### src/rtl/wrm_pkg.sv
// Package of constants and types for the waveform run-mode controller
package wrm_pkg;
   // ----------------------------------------
   // Widths and limits
   // ----------------------------------------
   localparam int LVL_W = 16;          // Millivolt fields
   localparam int CNT_W = 20;
   localparam int DLY_W = 32;
   localparam int TRC_W = 16;
   localparam logic [LVL_W:0] PEAK_MV = 17'h01f40; // 8000 mV peak
   localparam logic [CNT_W-1:0] BURST_MIN = 20'h00001;
   localparam logic [CNT_W-1:0] BURST_MAX = 20'hf4240; // One million
   localparam logic [TRC_W-1:0] TRACE_DEF = 16'h0001;
   localparam logic [CNT_W-1:0] CNT_ONE = 20'h00001;
   localparam logic [DLY_W-1:0] DLY_ONE = 32'h00000001;

   // ----------------------------------------
   // Enumerations
   // ----------------------------------------
   typedef enum logic [1:0] {
      WRM_FN_STD = 2'h0,
      WRM_FN_ARB = 2'h1,
      WRM_FN_SEQ = 2'h2
   } wrm_func_e;

   typedef enum logic [1:0] {
      WRM_SRC_EXT = 2'h0,
      WRM_SRC_INT = 2'h1,
      WRM_SRC_BP = 2'h2,
      WRM_SRC_SW = 2'h3
   } wrm_src_e;

   typedef enum logic [4:0] {
      WRM_CONT = 5'h01,
      WRM_TRIG = 5'h02,
      WRM_RETRIG = 5'h04,
      WRM_GATED = 5'h08,
      WRM_BURST = 5'h10
   } wrm_mode_e;

   typedef enum logic [3:0] {
      WRM_IDLE = 4'h1,
      WRM_RUN = 4'h2,
      WRM_DELAY = 4'h4,
      WRM_STOP = 4'h8
   } wrm_state_e;

   typedef enum logic [1:0] {
      WRM_HOLD_FIRST = 2'h0,
      WRM_HOLD_LAST = 2'h1,
      WRM_HOLD_NONE = 2'h2
   } wrm_hold_e;

   // ----------------------------------------
   // Carried groups
   // ----------------------------------------
   typedef struct packed {
      logic cont_on;
      logic retrig_on;
      logic gated_on;
      logic burst_on;
      logic gate_level;      // 1 level gating, 0 transition gating
      logic slope_neg;       // Active edge or open level selection
      wrm_src_e source;
      logic [CNT_W-1:0] burst_count;
      logic [DLY_W-1:0] retrig_delay;
   } wrm_cfg_s;

   typedef struct packed {
      logic ext_trig;
      logic int_trig;
      logic bp_trig;
      logic sw_trig;          // One-cycle pulse from host logic
   } wrm_trig_s;
endpackage : wrm_pkg

### src/rtl/wrm_level_check.sv
// Amplitude and offset range check with registered result
`timescale 1ns/1ps
module wrm_level_check
   import wrm_pkg::*;
(
   // Clock and reset
   input wire logic clock,
   input wire logic reset_n,
   // Requested levels in millivolts
   input wire logic [LVL_W-1:0] amplitude_mv,
   input wire logic signed [LVL_W-1:0] offset_mv,
   // Result
   output logic conflict
);
   typedef struct packed {
      logic conflict;
   } wrm_lc_s;

   wrm_lc_s st_reg, st_next;
   logic [LVL_W:0] off_mag;
   logic [LVL_W+1:0] total;

   always_comb begin
      off_mag = offset_mv[LVL_W-1] ? {1'b0, -offset_mv} : {1'b0, offset_mv};
      total = {2'b00, amplitude_mv[LVL_W-1:1]} + {1'b0, off_mag};
      st_next.conflict = total > {1'b0, PEAK_MV};
   end

   always_ff @(posedge clock) begin
      if (!reset_n) begin
         st_reg <= '0;
      end else begin
         st_reg <= st_next;
      end
   end

   assign conflict = st_reg.conflict;

   // ----------------------------------------
   // Assertions
   // ----------------------------------------
   conflict_flag_a: assert property (@(posedge clock) disable iff (!reset_n)
      conflict == $past(total > {1'b0, PEAK_MV}))
      else $error("conflict flag wrong");
endmodule : wrm_level_check

### src/rtl/wrm_run_ctrl.sv
// Run-mode controller top: mode selection, trigger, gate and burst sequencing
`timescale 1ns/1ps
module wrm_run_ctrl
   import wrm_pkg::*;
(
   // Clock and reset
   input wire logic clock,
   input wire logic reset_n,
   // Mode settings from host
   input wire wrm_cfg_s cfg,
   input wire wrm_func_e func_mode,
   input wire logic [TRC_W-1:0] trace_select,
   input wire logic trace_select_wr,
   input wire logic [LVL_W-1:0] amplitude_mv,
   input wire logic signed [LVL_W-1:0] offset_mv,
   // Trigger inputs
   input wire wrm_trig_s trig_in,
   // Playback engine handshake
   input wire logic cycle_end,
   // Outputs to playback engine
   output logic play,
   output wrm_hold_e hold_sel,
   output wrm_func_e func_active,
   output logic [TRC_W-1:0] trace_active,
   output wrm_mode_e run_mode,
   output logic settings_conflict
);
   // ----------------------------------------
   // State
   // ----------------------------------------
   typedef struct packed {
      logic [2:0] ext_sync;
      logic [2:0] int_sync;
      logic [2:0] bp_sync;
      wrm_state_e state;
      wrm_hold_e hold;
      logic gate_open;
      logic [CNT_W-1:0] cycles_left;
      logic [DLY_W-1:0] delay_left;
      logic [TRC_W-1:0] trace;
      wrm_func_e func;
      logic [CNT_W-1:0] burst_len;
   } wrm_st_s;

   wrm_st_s st_reg, st_next;
   wrm_mode_e mode;
   logic hw_level, hw_prev, hw_edge, trig_event, gate_close;

   // Hardware edge in the programmed direction
   function automatic logic edge_of(input logic cur, input logic prev, input logic neg);
      edge_of = neg ? (prev && !cur) : (!prev && cur);
   endfunction : edge_of

   // Clamp burst count to the legal range
   function automatic logic [CNT_W-1:0] clamp_count(input logic [CNT_W-1:0] c);
      if (c < BURST_MIN) begin
         clamp_count = BURST_MIN;
      end else if (c > BURST_MAX) begin
         clamp_count = BURST_MAX;
      end else begin
         clamp_count = c;
      end
   endfunction : clamp_count

   // ----------------------------------------
   // Mode decode
   // ----------------------------------------
   always_comb begin
      if (cfg.cont_on) begin
         mode = WRM_CONT;
      end else if (cfg.gated_on) begin
         mode = WRM_GATED;
      end else if (cfg.burst_on) begin
         mode = WRM_BURST;
      end else if (cfg.retrig_on) begin
         mode = WRM_RETRIG;
      end else begin
         mode = WRM_TRIG;
      end
   end

   // ----------------------------------------
   // Trigger selection
   // ----------------------------------------
   always_comb begin
      // Second synchroniser stage and one history stage per input
      case (cfg.source)
         WRM_SRC_EXT: begin
            hw_level = st_reg.ext_sync[1];
            hw_prev = st_reg.ext_sync[2];
         end
         WRM_SRC_INT: begin
            hw_level = st_reg.int_sync[1];
            hw_prev = st_reg.int_sync[2];
         end
         WRM_SRC_BP: begin
            hw_level = st_reg.bp_sync[1];
            hw_prev = st_reg.bp_sync[2];
         end
         default: begin
            hw_level = 1'b0;
            hw_prev = 1'b0;
         end
      endcase
      hw_edge = (cfg.source != WRM_SRC_SW) && edge_of(hw_level, hw_prev, cfg.slope_neg);
      trig_event = (cfg.source == WRM_SRC_SW) ? trig_in.sw_trig : hw_edge;
   end

   // ----------------------------------------
   // Sequencer
   // ----------------------------------------
   always_comb begin
      st_next = st_reg;
      st_next.ext_sync = {st_reg.ext_sync[1:0], trig_in.ext_trig};
      st_next.int_sync = {st_reg.int_sync[1:0], trig_in.int_trig};
      st_next.bp_sync = {st_reg.bp_sync[1:0], trig_in.bp_trig};
      gate_close = 1'b0;
      if (trace_select_wr) begin
         st_next.trace = trace_select;
      end
      st_next.func = func_mode;
      st_next.burst_len = clamp_count(cfg.burst_count);
      // Gate tracking; hardware sources only
      if (mode == WRM_GATED && cfg.source != WRM_SRC_SW) begin
         if (cfg.gate_level) begin
            st_next.gate_open = hw_level ^ cfg.slope_neg;
         end else if (hw_edge) begin
            st_next.gate_open = !st_reg.gate_open;
         end
      end else begin
         st_next.gate_open = 1'b0;
      end
      gate_close = st_reg.gate_open && !st_next.gate_open;
      if (mode == WRM_CONT) begin
         st_next.state = WRM_RUN;
         st_next.hold = WRM_HOLD_NONE;
      end else begin
         case (st_reg.state)
            WRM_IDLE: begin
               if (mode == WRM_GATED) begin
                  if (st_next.gate_open) begin
                     st_next.state = WRM_RUN;
                  end
               end else if (trig_event) begin
                  st_next.state = WRM_RUN;
                  st_next.cycles_left = (mode == WRM_BURST) ? st_reg.burst_len : CNT_ONE;
               end
            end
            WRM_RUN: begin
               if (mode == WRM_GATED) begin
                  if (gate_close) begin
                     st_next.state = WRM_STOP;
                  end
               end else if (cycle_end) begin
                  if (mode == WRM_BURST && st_reg.cycles_left > CNT_ONE) begin
                     st_next.cycles_left = st_reg.cycles_left - CNT_ONE;
                  end else if (cfg.retrig_on && cfg.retrig_delay != '0) begin
                     st_next.state = WRM_DELAY;
                     st_next.delay_left = cfg.retrig_delay;
                     st_next.hold = WRM_HOLD_FIRST;
                  end else if (cfg.retrig_on) begin
                     st_next.cycles_left = (mode == WRM_BURST) ? st_reg.burst_len : CNT_ONE;
                  end else begin
                     st_next.state = WRM_IDLE;
                     st_next.hold = WRM_HOLD_FIRST;
                  end
               end
               // Triggers while running fall through unused
            end
            WRM_DELAY: begin
               if (!cfg.retrig_on) begin
                  st_next.state = WRM_IDLE;
               end else if (st_reg.delay_left <= DLY_ONE) begin
                  st_next.state = WRM_RUN;
                  st_next.cycles_left = (mode == WRM_BURST) ? st_reg.burst_len : CNT_ONE;
               end else begin
                  st_next.delay_left = st_reg.delay_left - DLY_ONE;
               end
            end
            WRM_STOP: begin
               if (cycle_end) begin
                  st_next.state = WRM_IDLE;
                  st_next.hold = WRM_HOLD_LAST;
               end
            end
            default: begin
               st_next.state = WRM_IDLE;
            end
         endcase
         if (st_reg.state == WRM_RUN && mode != WRM_GATED && cycle_end == 1'b0) begin
            st_next.hold = st_reg.hold;
         end
      end
   end

   always_ff @(posedge clock) begin
      if (!reset_n) begin
         st_reg.ext_sync <= '0;
         st_reg.int_sync <= '0;
         st_reg.bp_sync <= '0;
         st_reg.state <= WRM_RUN;
         st_reg.hold <= WRM_HOLD_NONE;
         st_reg.gate_open <= 1'b0;
         st_reg.cycles_left <= '0;
         st_reg.delay_left <= '0;
         st_reg.trace <= TRACE_DEF;
         st_reg.func <= WRM_FN_STD;
         st_reg.burst_len <= BURST_MIN;
      end else begin
         st_reg <= st_next;
      end
   end

   wrm_level_check u_level (
      .clock(clock),
      .reset_n(reset_n),
      .amplitude_mv(amplitude_mv),
      .offset_mv(offset_mv),
      .conflict(settings_conflict)
   );

   assign play = (st_reg.state == WRM_RUN) || (st_reg.state == WRM_STOP);
   assign hold_sel = st_reg.hold;
   assign func_active = st_reg.func;
   assign trace_active = st_reg.trace;
   assign run_mode = mode;

   // ----------------------------------------
   // Assertions
   // ----------------------------------------
   cont_runs_a: assert property (@(posedge clock) disable iff (!reset_n)
      mode == WRM_CONT |=> play)
      else $error("continuous mode not playing");
   reset_cont_a: assert property (@(posedge clock)
      !reset_n |=> st_reg.state == WRM_RUN)
      else $error("reset did not start running");
   trig_default_a: assert property (@(posedge clock)
      !cfg.cont_on && !cfg.retrig_on && !cfg.gated_on && !cfg.burst_on
      |-> mode == WRM_TRIG)
      else $error("default interrupted mode wrong");
   trig_once_a: assert property (@(posedge clock) disable iff (!reset_n)
      mode == WRM_TRIG && $past(mode) == WRM_TRIG && st_reg.state == WRM_RUN && cycle_end
      |=> st_reg.state == WRM_IDLE && hold_sel == WRM_HOLD_FIRST)
      else $error("triggered mode did not stop after one cycle");
   idle_wait_a: assert property (@(posedge clock) disable iff (!reset_n)
      mode != WRM_CONT && mode != WRM_GATED && st_reg.state == WRM_IDLE && !trig_event
      |=> !play)
      else $error("started without trigger");
   retrig_delay_a: assert property (@(posedge clock) disable iff (!reset_n)
      st_reg.state == WRM_DELAY && cfg.retrig_on && st_reg.delay_left > DLY_ONE
      |=> st_reg.state == WRM_DELAY && st_reg.delay_left == $past(st_reg.delay_left) - DLY_ONE)
      else $error("re-trigger delay not counting");
   gate_sw_a: assert property (@(posedge clock) disable iff (!reset_n)
      cfg.source == WRM_SRC_SW |=> !st_reg.gate_open)
      else $error("software source opened gate");
   gate_last_a: assert property (@(posedge clock) disable iff (!reset_n)
      st_reg.state == WRM_STOP && cycle_end && mode == WRM_GATED
      |=> hold_sel == WRM_HOLD_LAST)
      else $error("gate close did not hold last point");
   burst_range_a: assert property (@(posedge clock) disable iff (!reset_n)
      st_reg.burst_len >= BURST_MIN && st_reg.burst_len <= BURST_MAX)
      else $error("burst length out of range");
   busy_ignore_a: assert property (@(posedge clock) disable iff (!reset_n)
      st_reg.state == WRM_RUN && mode == WRM_BURST && $past(mode) == WRM_BURST
      && !cycle_end && trig_event |=> st_reg.cycles_left == $past(st_reg.cycles_left))
      else $error("trigger disturbed running burst");
   trace_load_a: assert property (@(posedge clock) disable iff (!reset_n)
      trace_select_wr |=> trace_active == $past(trace_select))
      else $error("trace selection not loaded");
   func_follow_a: assert property (@(posedge clock) disable iff (!reset_n)
      1'b1 |=> func_active == $past(func_mode))
      else $error("function selection not applied");
   burst_load_a: assert property (@(posedge clock) disable iff (!reset_n)
      mode == WRM_BURST && st_reg.state == WRM_IDLE && trig_event
      |=> play && st_reg.cycles_left == $past(st_reg.burst_len))
      else $error("burst did not start with programmed count");
   cont_hold_a: assert property (@(posedge clock) disable iff (!reset_n)
      mode == WRM_CONT |=> hold_sel == WRM_HOLD_NONE)
      else $error("continuous mode holding a level");
   retrig_go_a: assert property (@(posedge clock) disable iff (!reset_n)
      st_reg.state == WRM_DELAY && mode != WRM_CONT && cfg.retrig_on
      && st_reg.delay_left <= DLY_ONE |=> st_reg.state == WRM_RUN)
      else $error("re-trigger did not restart output");
   retrig_clear_a: assert property (@(posedge clock) disable iff (!reset_n)
      st_reg.state == WRM_DELAY && mode != WRM_CONT && !cfg.retrig_on
      |=> st_reg.state == WRM_IDLE)
      else $error("re-trigger off did not stop");
   gate_level_a: assert property (@(posedge clock) disable iff (!reset_n)
      mode == WRM_GATED && cfg.source != WRM_SRC_SW && cfg.gate_level
      |=> st_reg.gate_open == $past(hw_level ^ cfg.slope_neg))
      else $error("level gate state wrong");

   // ----------------------------------------
   // Coverage
   // ----------------------------------------
   burst_start_c: cover property (@(posedge clock) disable iff (!reset_n)
      mode == WRM_BURST && st_reg.state == WRM_IDLE && trig_event);
   retrig_c: cover property (@(posedge clock) disable iff (!reset_n)
      st_reg.state == WRM_DELAY ##1 st_reg.state == WRM_RUN);
   gate_c: cover property (@(posedge clock) disable iff (!reset_n)
      st_reg.state == WRM_STOP ##[1:50] st_reg.state == WRM_IDLE);
   trig_run_c: cover property (@(posedge clock) disable iff (!reset_n)
      mode == WRM_TRIG && st_reg.state == WRM_IDLE && trig_event);
   level_gate_c: cover property (@(posedge clock) disable iff (!reset_n)
      mode == WRM_GATED && cfg.gate_level && st_reg.gate_open);
endmodule : wrm_run_ctrl
### config.mk
export PLATFORM = sky130hd
export DESIGN_NAME = wrm_run_ctrl
export DESIGN_NICKNAME = d
export VERILOG_FILES = /design/src/rtl/wrm_pkg.sv /design/src/rtl/wrm_level_check.sv /design/src/rtl/wrm_run_ctrl.sv
export SDC_FILE = /design/constraint.sdc
export NUM_CORES = 1
export LEC_CHECK = 0
export BUFFER_PORTS_ARGS = -buffer_cell sky130_fd_sc_hd__buf_2
export CAP_MARGIN = 40
export CORE_MARGIN = 2
export CORE_UTILIZATION = 47
export DETAILED_ROUTE_END_ITERATION = 7
export PLACE_DENSITY_LB_ADDON = 0.08
export RECOVER_POWER = 25
export SKIP_CTS_REPAIR_TIMING = 1
export SLEW_MARGIN = 20
export SYNTH_ARGS = -nofsm -noshare
export SYNTH_HDL_FRONTEND = slang
export SYNTH_HIERARCHICAL = 1
export SYNTH_SLANG_ARGS = --single-unit
### constraint.sdc
create_clock -name clock -period 8.7 [get_ports clock]
set_input_delay 1.74 -clock clock [delete_from_list [all_inputs] [get_ports clock]]
set_output_delay 1.74 -clock clock [all_outputs]
set_load 0.1 [all_outputs]
==> impl_metrics.csv, run 1 <==
group,metric,value,unit
outcome,outcome,"finished with violations",
outcome,violations,"capacitance limit, slew limit",
power,max-vdd-ir-drop,0.119,mV
logic_synthesis,yosysWarnings,6,
detailed_routing,via_per_inst,5.61,
logic_synthesis,ys_ff_latch,107,
timing,slew_headroom,-32.6,%
power,power.density,174,nW/um2
logic_synthesis,ys_types,71,
logic_synthesis,synthesis.nets,1037,
min_path,hold_class,"flip-flop to flip-flop",
place,post-place-ws,3.74,ns
floorplanning,std_cell_rows,44,
final_layout,final_nets,1137,
detailed_routing,wl_per_cell,14.4,um
timing,setup_tns,0,ns
power,swShare,35.9,%
power,switchingPower,488,uW
detailed_routing,drt_iter0_drc,520,
detailed_routing,first_pass_iters,5,
final_layout,mostFrequentLayoutCells,"126 x buf_2, 123 x nor2_1, 107 x dfxtp_1, 84 x nand2_1, 73 x a21oi_1",
worst_setup_path,critical_path.cell_chain,"buf_2 > clkbuf_1 > clkinv_1 > buf_4 > nor2_1 > o311a_1",
floorplanning,die_h,124,um
timing,drv_slew,39,
flow_run,cap_viol_max_count,1,
clock_network,root_buffer,"clkbuf_16",
grt,grt_pass1_vias,6053,
logic_synthesis,synth-edff-count,0,
detailed_routing,vias,6631,
place,placed_area,7520,um2
worst_setup_path,crit_path_max_incr_delay,1.41,ns
clock_network,clk_path_buf_depth,2,
floorplanning,io_pins,145,
power,p_total,1.36,mW
grt,grt_usage,21.8,%
final_layout,largest_reg_flops,80,
clock_network,htree_levels,3,
worst_setup_path,cp-start-kind,"input port",
detailed_routing,drt-total-wl,17000,um
final_layout,fin_util,54.2,%
floorplanning,coreArea,14400,um2
clock_network,cts_sinks,107,
final_layout,drive_above_1_share,17.9,%
clock_network,cts_made_buffers,9,
timing,finalSetupViolCount,0,
logic_synthesis,ys_seq_area_share,31.4,%
grt,antenna_found_initial,0,
timing,hold_violations,0,
timing,tightestPinTransition,1.99,ns
floorplanning,die_x,124,um
place,io_buffers,143,
logic_synthesis,avgSynthCellArea,7.63,um2
power,pwr-share-clk,30.0,%
final_layout,fin_area,7790,um2
logic_synthesis,synth_cells,894,
worst_setup_path,worstSetupPathType,"input port to flip-flop",
timing,fin_crit,5.16,ns
floorplanning,initial_core_util,47.5,%
timing,setup_ws,3.54,ns
power,intPower,870,uW
clock_network,clkLatencyLatePin,0.36,ns
power,leakagePower,3.30,nW
floorplanning,dieArea,15500,um2
grt,grt_first_pass_wirelength,28400,um
place,place_congestion,0.832,
detailed_routing,drc,0,
final_layout,antenna_cells,0,
timing,finalCritPeriodShare,59.3,%
power,power_frac_comb,30.7,%
logic_synthesis,synth_area,6820,um2
final_layout,stdcell_count,1183,
timing,fin_skew,0.00770,ns
logic_synthesis,async_flop_share,0,%
timing,hold_slack,0.441,ns
logic_synthesis,synthFlopType,"dfxtp_1",
final_layout,final_common_cell,"buf_2",
worst_setup_path,crit_fanout,38,
timing,rsz0062_at_grt,"false",
power,seq_power_share,39.3,%
clock_network,tritoncts,"done",
worst_setup_path,arrival,5.46,ns
clock_network,clk_pin_slew,0.08,ns
grt,grt_max_degree,64,
timing,fmax,0.194,GHz
place,dp_cells,1166,
grt,grt-ovfl-total,0,
place,dp_hpwl,12200,um
worst_setup_path,crit_required,9.00,ns
detailed_routing,drtAntennaViolNets,0,
final_layout,syn_to_final_growth,14.3,%
worst_setup_path,slowest_stage,"clkbuf_1",
worst_setup_path,cp-end-kind,"flip-flop",
-- power groups by stage --
stage                     Combinational, mW  Sequential, mW  Clock [mW]
after floorplan                       0.314           0.545           0
after global placement                0.414           0.544           0
after detailed placement              0.414           0.544           0
after CTS                             0.416           0.532       0.421
after global routing                  0.460           0.537       0.438
final                                 0.417           0.533       0.408
-- worst paths after layout --
kind                                               from                      end  slack, ns  cells past startpoint
worst max register to register  st_reg[46]$_SDFFE_PN0P_  st_reg[81]$_SDFFE_PN0P_       5.64                      8
worst min register to register  st_next[104]$_SDFF_PN0_  st_next[105]$_SDFF_PN0_       0.44                      1
worst max-delay path                            reset_n  st_reg[96]$_SDFFE_PP0P_       3.54                      6
worst min-delay path            st_next[104]$_SDFF_PN0_  st_next[105]$_SDFF_PN0_       0.44                      1
-- synth_stat cells, types with 5 or more instances --
cell type | count | area share (%)
xnor2_1 | 16 | 2.1
nor3_1 | 29 | 2.1
a22o_1 | 8 | 1.0
ha_1 | 24 | 4.4
mux2i_1 | 21 | 3.1
nand3_1 | 16 | 1.2
buf_4 | 21 | 2.3
a21oi_1 | 73 | 5.4
nand2_1 | 84 | 4.6
o22ai_1 | 5 | 0.46
nand2b_1 | 13 | 1.2
dfxtp_1 | 107 | 31
nor2_1 | 123 | 6.8
o31ai_1 | 16 | 1.8
o211ai_1 | 14 | 1.5
or4_1 | 10 | 1.1
and2_1 | 30 | 2.8
inv_1 | 26 | 1.4
or2_2 | 5 | 0.46
o21ai_0 | 52 | 3.8
a31oi_1 | 9 | 0.83
a41oi_1 | 5 | 0.64
or3_1 | 12 | 1.1
a21o_1 | 7 | 0.77
nor4_1 | 23 | 2.1
clkbuf_1 | 40 | 2.2
xor2_1 | 8 | 1.0
nand4_1 | 8 | 0.73
o221a_2 | 7 | 1.2
-- routing by layer --
metal / global-route usage [%] / up-vias / share of wire [%]
li1: - / 3425 / -
met1: 29.4 / 3031 / 49
met2: 35.7 / 153 / 45
met3: 4.17 / 22 / 4.2
met4: 6.08 / 0 / 1.6
met5: 0 / - / 0
-- critical path, delay by kind of cell --
kind	cells	cell delay, ns
compound gates	1	0.23
buf+inv	4	3.17
simple gates	1	0.28
-- layout make-up --
type,count,area (um2)
Clock buffer,10,239
Clock inverter,6,53.8
Fill cell,1470,6580
Inverter,27,101
Multi-Input combinational cell,696,4260
Sequential cell,107,2140
Tap cell,184,230
Timing Repair Buffer,153,763
-- logic make-up after synthesis --
kind of cell | count (synthesis) | synth area share (%)
AND/OR/NAND/NOR | 378 | 27.3
AO/OA/AOI/OAI | 244 | 23.5
flip-flops | 107 | 31.4
buffers and inverters | 91 | 6.22
multiplexers | 25 | 3.80
adder cells (fa/ha/maj) | 25 | 4.70
XOR/XNOR | 24 | 3.08
No activity file was read; power rests on OpenSTA's default activity.
==> inputs of run 2 (changes only) <==
- ABC_AREA: default -> 1
- clock period: 8.7 -> 5.33 ns (I/O delays scaled with it)
==> run 2 against run 1 <==
Against the previous run: the run still ends with capacitance limit, slew limit left; first-iteration DRC count shrank 18%; critical path depth is the same; wire length grew 15%; hold slack lost 0.013 ns; clock skew grew 0.0061 ns; die area grew 15%.
==> impl_metrics.csv, run 2 <==
group,metric,value,unit
logic_synthesis,synthesis.nets,1430,
logic_synthesis,synth-edff-count,0,
worst_setup_path,cp-end-kind,"flip-flop",
timing,tightestPinTransition,2.54,ns
logic_synthesis,yosysMostFrequentCell,"nand2_1",
worst_setup_path,crit_fanout,59,
logic_synthesis,ys_types,46,
grt,antenna_found_initial,1,
floorplanning,io_pins,145,
grt,grt_pass1_vias,7245,
clock_network,clk_pin_slew,0.08,ns
logic_synthesis,synthFlopType,"dfxtp_1",
power,power.density,317,nW/um2
final_layout,antenna_cells,0,
clock_network,htree_levels,3,
timing,fin_skew,0.0138,ns
worst_setup_path,crit_path_max_incr_delay,1.80,ns
timing,finalCritPeriodShare,73.7,%
detailed_routing,drtAntennaViolNets,0,
logic_synthesis,synth_cells,1287,
detailed_routing,via_per_inst,4.89,
logic_synthesis,yosysWarnings,6,
outcome,outcome,"finished with violations",
worst_setup_path,worstSetupPathType,"input port to flip-flop",
timing,rsz0062_at_grt,"false",
worst_setup_path,ff2ff_path_depth,14,
grt,grt_max_degree,60,
clock_network,root_buffer,"clkbuf_16",
floorplanning,std_cell_rows,47,
final_layout,nFillCells,1796,
detailed_routing,drt_iter0_drc,427,
outcome,violations,"capacitance limit, slew limit",
worst_setup_path,rr_startpoint,"st_reg[94]$_SDFFE_PP1P_",
final_layout,final_common_cell,"nand2_1",
logic_synthesis,synth_top_area_share,27.3,%
timing,finalSetupViolCount,0,
timing,slew_headroom,-69.2,%
logic_synthesis,yosys.area_share.simple,40.8,%
detailed_routing,first_pass_iters,4,
floorplanning,coreArea,16500,um2
final_layout,largest_reg_flops,80,
worst_setup_path,crit_cells,6,
timing,hold_violations,0,
timing,fmax,0.254,GHz
floorplanning,die_h,133,um
power,leakagePower,4.67,nW
flow_run,cap_viol_max_count,1,
logic_synthesis,synth_top_family_by_area,"simple AND/OR/NAND/NOR gates",
min_path,min_from,"st_next[98]$_SDFF_PN0_",
logic_synthesis,avgSynthCellArea,6.10,um2
grt,grt_first_pass_wirelength,32600,um
logic_synthesis,synth-adder-area-share,4.08,%
clock_network,cts_sinks,107,
min_path,hold_path_end,"st_next[99]$_SDFF_PN0_",
grt,grt_usage,22.1,%
clock_network,clk_path_buf_depth,2,
logic_synthesis,muxShareOfSynthArea,0.383,%
worst_setup_path,crit_required,5.61,ns
logic_synthesis,synth-compound-area-share,10.8,%
timing,fin_crit,3.93,ns
timing,setup_tns,0,ns
final_layout,mostFrequentLayoutCells,"341 x nand2_1, 230 x nor2_1, 141 x buf_2, 138 x inv_1, 107 x dfxtp_1",
grt,grt-ovfl-total,0,
logic_synthesis,ys_seq_area_share,27.3,%
worst_setup_path,arrival,4.21,ns
logic_synthesis,async_flop_share,0,%
logic_synthesis,ys_top_cells_by_count,"341 x nand2_1, 230 x nor2_1, 138 x inv_1, 107 x dfxtp_1, 87 x nand3_1",
floorplanning,die_x,133,um
worst_setup_path,cp_common_cell,"nand2_1",
logic_synthesis,synth_area,7850,um2
floorplanning,initial_core_util,47.7,%
final_layout,syn_to_final_growth,12.1,%
detailed_routing,drt-total-wl,19500,um
worst_setup_path,slowest_stage,"clkbuf_1",
min_path,min_path_cells,2,
place,dp_hpwl,14900,um
power,max-vdd-ir-drop,0.205,mV
worst_setup_path,cp-start-kind,"input port",
logic_synthesis,synth_xor_area_share,4.56,%
clock_network,tritoncts,"done",
clock_network,cts_made_buffers,9,
place,io_buffers,143,
clock_network,clkLatencyLatePin,0.36,ns
min_path,hold_class,"flip-flop to flip-flop",
worst_setup_path,reg2reg_to,"st_reg[41]$_SDFFE_PN0P_",
timing,drv_slew,60,
worst_setup_path,cp_top_family,"buffers and inverters",
final_layout,fin_util,53.4,%
worst_setup_path,critical_path.cell_chain,"buf_2 > clkbuf_1 > nand2_1 > inv_1 > nand2_1 > nor2_1",
detailed_routing,wl_per_cell,12.0,um
logic_synthesis,ys_ff_latch,107,
detailed_routing,drc,0,
logic_synthesis,yosysTopAreaCell,"dfxtp_1",
final_layout,drive_above_1_share,16.7,%
detailed_routing,vias,7912,
worst_setup_path,r2r_slack,2.26,ns
floorplanning,dieArea,17700,um2
worst_setup_path,critPathBufInv,3,
place,place_congestion,0.862,
logic_synthesis,synth_area_leaders,"dfxtp_1 27%, nand2_1 16%, nor2_1 11%",
final_layout,final_nets,1535,
run 2: worst max path at each step:
stage | from | endpoint
after floorplan | cfg[57] | st_reg[94]$_SDFFE_PP1P_
after global placement | offset_mv[0] | u_level/conflict$_SDFF_PN0_
after detailed placement | offset_mv[0] | u_level/conflict$_SDFF_PN0_
after CTS | offset_mv[0] | u_level/conflict$_SDFF_PN0_
after global routing | reset_n | st_reg[4]$_SDFF_PP0_
final | reset_n | st_reg[2]$_SDFF_PP0_
run 2: through the flow:
step	instance area (um2)	hold WS, ns	instances	power, mW	setup slack (ns)
floorplan	7850	0.390	1287	1.91	1.71
global placement	8500	0.397	1600	2.14	1.69
detailed placement	8520	0.406	1601	2.15	1.62
CTS	8800	0.425	1617	2.81	1.97
global route	8800	0.447	1617	3.01	0.833
finish	8800	0.428	1617	2.79	1.40
run 2: layout make-up:
| class | count | area (um2) | area share [%] |
|---|---|---|---|
| Multi-Input combinational cell | 973 | 4760 | 54.1 |
| Sequential cell | 107 | 2140 | 24.4 |
| Timing Repair Buffer | 149 | 762 | 8.66 |
| Inverter | 152 | 573 | 6.51 |
| Tap cell | 220 | 275 | 3.13 |
| Clock buffer | 9 | 225 | 2.56 |
| Clock inverter | 7 | 58.8 | 0.669 |
run 2: cell families after synthesis:
family / after synthesis
mux: 3
simple gates: 751
xor+xnor: 40
flops: 107
buf+inv: 207
compound gates: 154
fa+ha+maj: 25
run 2: layer usage:
| metal | wire [um] | share of wire (%) | track usage [%] |
|---|---|---|---|
| met1 | 9520 | 49 | 28.5 |
| met2 | 9000 | 46 | 39.2 |
| met4 | 221 | 1.1 | 4.79 |
| met3 | 734 | 3.8 | 3.20 |
| met5 | 0 | 0 | 0 |
run 2: power breakdown:
group	switching (mW)	leakage (nW)	internal (mW)
Clock	0.328	0.144	0.326
Combinational	0.796	3.65	0.403
Sequential	0.0649	0.879	0.867
Total	1.19	4.67	1.60
run 2: worst reg2reg max path, stage by stage, from the launching register on:
cell and delay, ns:
dfxtp_1 0.36, nor2_2 0.13, nand2_1 0.08, nor2_2 0.08, buf_4 0.30, inv_1 0.08
buf_4 0.26, nand2_1 0.14, nand2_1 0.07, nor3_2 0.17, nand2_2 0.40, inv_2 0.63
nand2_1 0.11, nand2_1 0.09, nor2_1 0.06
==> inputs of run 3 (changes only) <==
- clock period: 5.33 -> 3.25 ns (I/O delays scaled with it)
==> run 3 against run 2 <==
Against the previous run: critical path depth grew 14; clock-buffer cell count rose by 1; sequential power rose by 64%; cell count rose by 0.31%; the run still ends with capacitance limit, slew limit left; setup slack got worse by 0.95 ns; clock skew down 0.00056 ns; power is 65% higher; wire length rose by 1.4%; combinational power rose by 66%.
==> impl_metrics.csv, run 3 (synthesized netlist as in run 2, its figures left out) <==
group,metric,value,unit
power,seq_power_share,33.1,%
grt,antenna_found_initial,1,
floorplanning,initial_core_util,47.7,%
place,post-place-ws,0.0169,ns
clock_network,clk_path_buf_depth,2,
grt,grt_usage,22.3,%
final_layout,final_nets,1540,
timing,tightestPinTransition,2.43,ns
detailed_routing,via_per_inst,4.87,
final_layout,syn_to_final_growth,12.7,%
worst_setup_path,arrival,3.04,ns
grt,grt_max_degree,59,
floorplanning,io_pins,145,
detailed_routing,drt-total-wl,19700,um
timing,fmax,0.357,GHz
final_layout,ff_latch_area,2140,um2
place,placed_area,8550,um2
place,dp_hpwl,15000,um
power,switchingPower,1.96,mW
detailed_routing,drtAntennaViolNets,0,
detailed_routing,drc,0,
worst_setup_path,crit_fanout,4,
timing,hold_violations,0,
clock_network,clkLatencyLatePin,0.36,ns
power,intPower,2.64,mW
min_path,hold_class,"flip-flop to flip-flop",
final_layout,fin_area,8840,um2
timing,slew_headroom,-62.0,%
clock_network,cts_sinks,107,
timing,finalSetupViolCount,0,
power,swShare,42.6,%
final_layout,mostFrequentLayoutCells,"341 x nand2_1, 230 x nor2_1, 141 x buf_2, 138 x inv_1, 107 x dfxtp_1",
detailed_routing,drt_iter0_drc,436,
floorplanning,coreArea,16500,um2
floorplanning,die_h,133,um
floorplanning,std_cell_rows,47,
final_layout,nFillCells,1751,
worst_setup_path,r2r_slack,0.82,ns
final_layout,multi_input_area,4760,um2
power,power.density,521,nW/um2
grt,grt_first_pass_wirelength,32900,um
place,dp_cells,1606,
power,leakagePower,4.69,nW
place,place_congestion,0.880,
grt,grt_pass1_vias,7115,
final_layout,final_common_cell,"nand2_1",
timing,setup_ws,0.450,ns
final_layout,drive_above_1_share,17.0,%
timing,drv_slew,59,
detailed_routing,vias,7895,
place,io_buffers,143,
flow_run,cap_viol_max_count,1,
floorplanning,dieArea,17700,um2
outcome,violations,"capacitance limit, slew limit",
clock_network,cts_made_buffers,9,
clock_network,root_buffer,"clkbuf_16",
final_layout,fin_util,53.7,%
worst_setup_path,crit_required,3.49,ns
worst_setup_path,worstSetupPathType,"input port to flip-flop",
final_layout,antenna_cells,0,
clock_network,clk_pin_slew,0.07,ns
power,p_total,4.61,mW
final_layout,largest_reg_flops,80,
timing,rsz0062_at_grt,"false",
power,pwr-share-clk,23.8,%
timing,finalCritPeriodShare,86.2,%
timing,fin_crit,2.80,ns
worst_setup_path,cp-end-kind,"flip-flop",
clock_network,tritoncts,"done",
timing,hold_slack,0.419,ns
detailed_routing,wl_per_cell,12.2,um
timing,setup_tns,0,ns
outcome,outcome,"finished with violations",
clock_network,htree_levels,3,
final_layout,stdcell_count,1622,
timing,fin_skew,0.0132,ns
floorplanning,die_x,133,um
power,max-vdd-ir-drop,0.303,mV
grt,grt-ovfl-total,0,
power,power_frac_comb,43.1,%
detailed_routing,first_pass_iters,5,
worst_setup_path,cp-start-kind,"input port",
==> run 3: cell types whose count changed in the layout (fill, tap and decap cells not counted), moves of 2 or more <==
cell,change
clkinvlp_4,+2
buf_4,+6
clkinv_2,-2
inv_8,-2
==> run 3: final timing paths <==
check                               start                     endpoint  depth (start not counted)
hold / removal     st_next[98]$_SDFF_PN0_       st_next[99]$_SDFF_PN0_                          2
setup / recovery             offset_mv[0]  u_level/conflict$_SDFF_PN0_                         20
setup reg to reg  st_reg[70]$_SDFFE_PN0P_      st_reg[83]$_SDFFE_PN0P_                         11
hold reg to reg    st_next[98]$_SDFF_PN0_       st_next[99]$_SDFF_PN0_                          2
==> run 3: area by class of cell <==
type	count	area share [%]
inverters	152	6.48
clock inverters	6	0.651
flip-flops and latches	107	24.2
repair buffers	154	8.96
well taps	220	3.11
clock buffers	10	2.70
multi-input cells	973	53.9
==> run 3: worst max-delay path, stage by stage <==
cell and delay (ns):
buf_2 0.11, inv_1 0.07, ha_1 0.14, inv_1 0.05, nor2_1 0.13, nand2_1 0.10
nor3_2 0.16, nor2_1 0.10, nor2_2 0.13, o21ai_0 0.12, xor2_1 0.16, ha_1 0.33
a21oi_1 0.18, o21ai_0 0.10, a21oi_1 0.16, nand3_1 0.10, nand2_1 0.07, inv_1 0.04
nor2_1 0.08, a21oi_1 0.07
==> run 3: power groups by stage <==
stage	clock [mW]	sequential (mW)	combinational [mW]
final	1.10	1.53	1.99
after global routing	1.16	1.54	2.26
after CTS	1.11	1.53	1.98
after detailed placement	0	1.56	1.97
after global placement	0	1.55	1.96
after floorplan	0	1.54	1.59
==> run 3: routing by layer <==
layer,wire [um],up-vias,track usage [%]
met5,11,-,0
met4,265,2,5.38
met3,860,21,3.39
met2,9060,164,38.1
met1,9550,3454,29.9
li1,-,4254,-
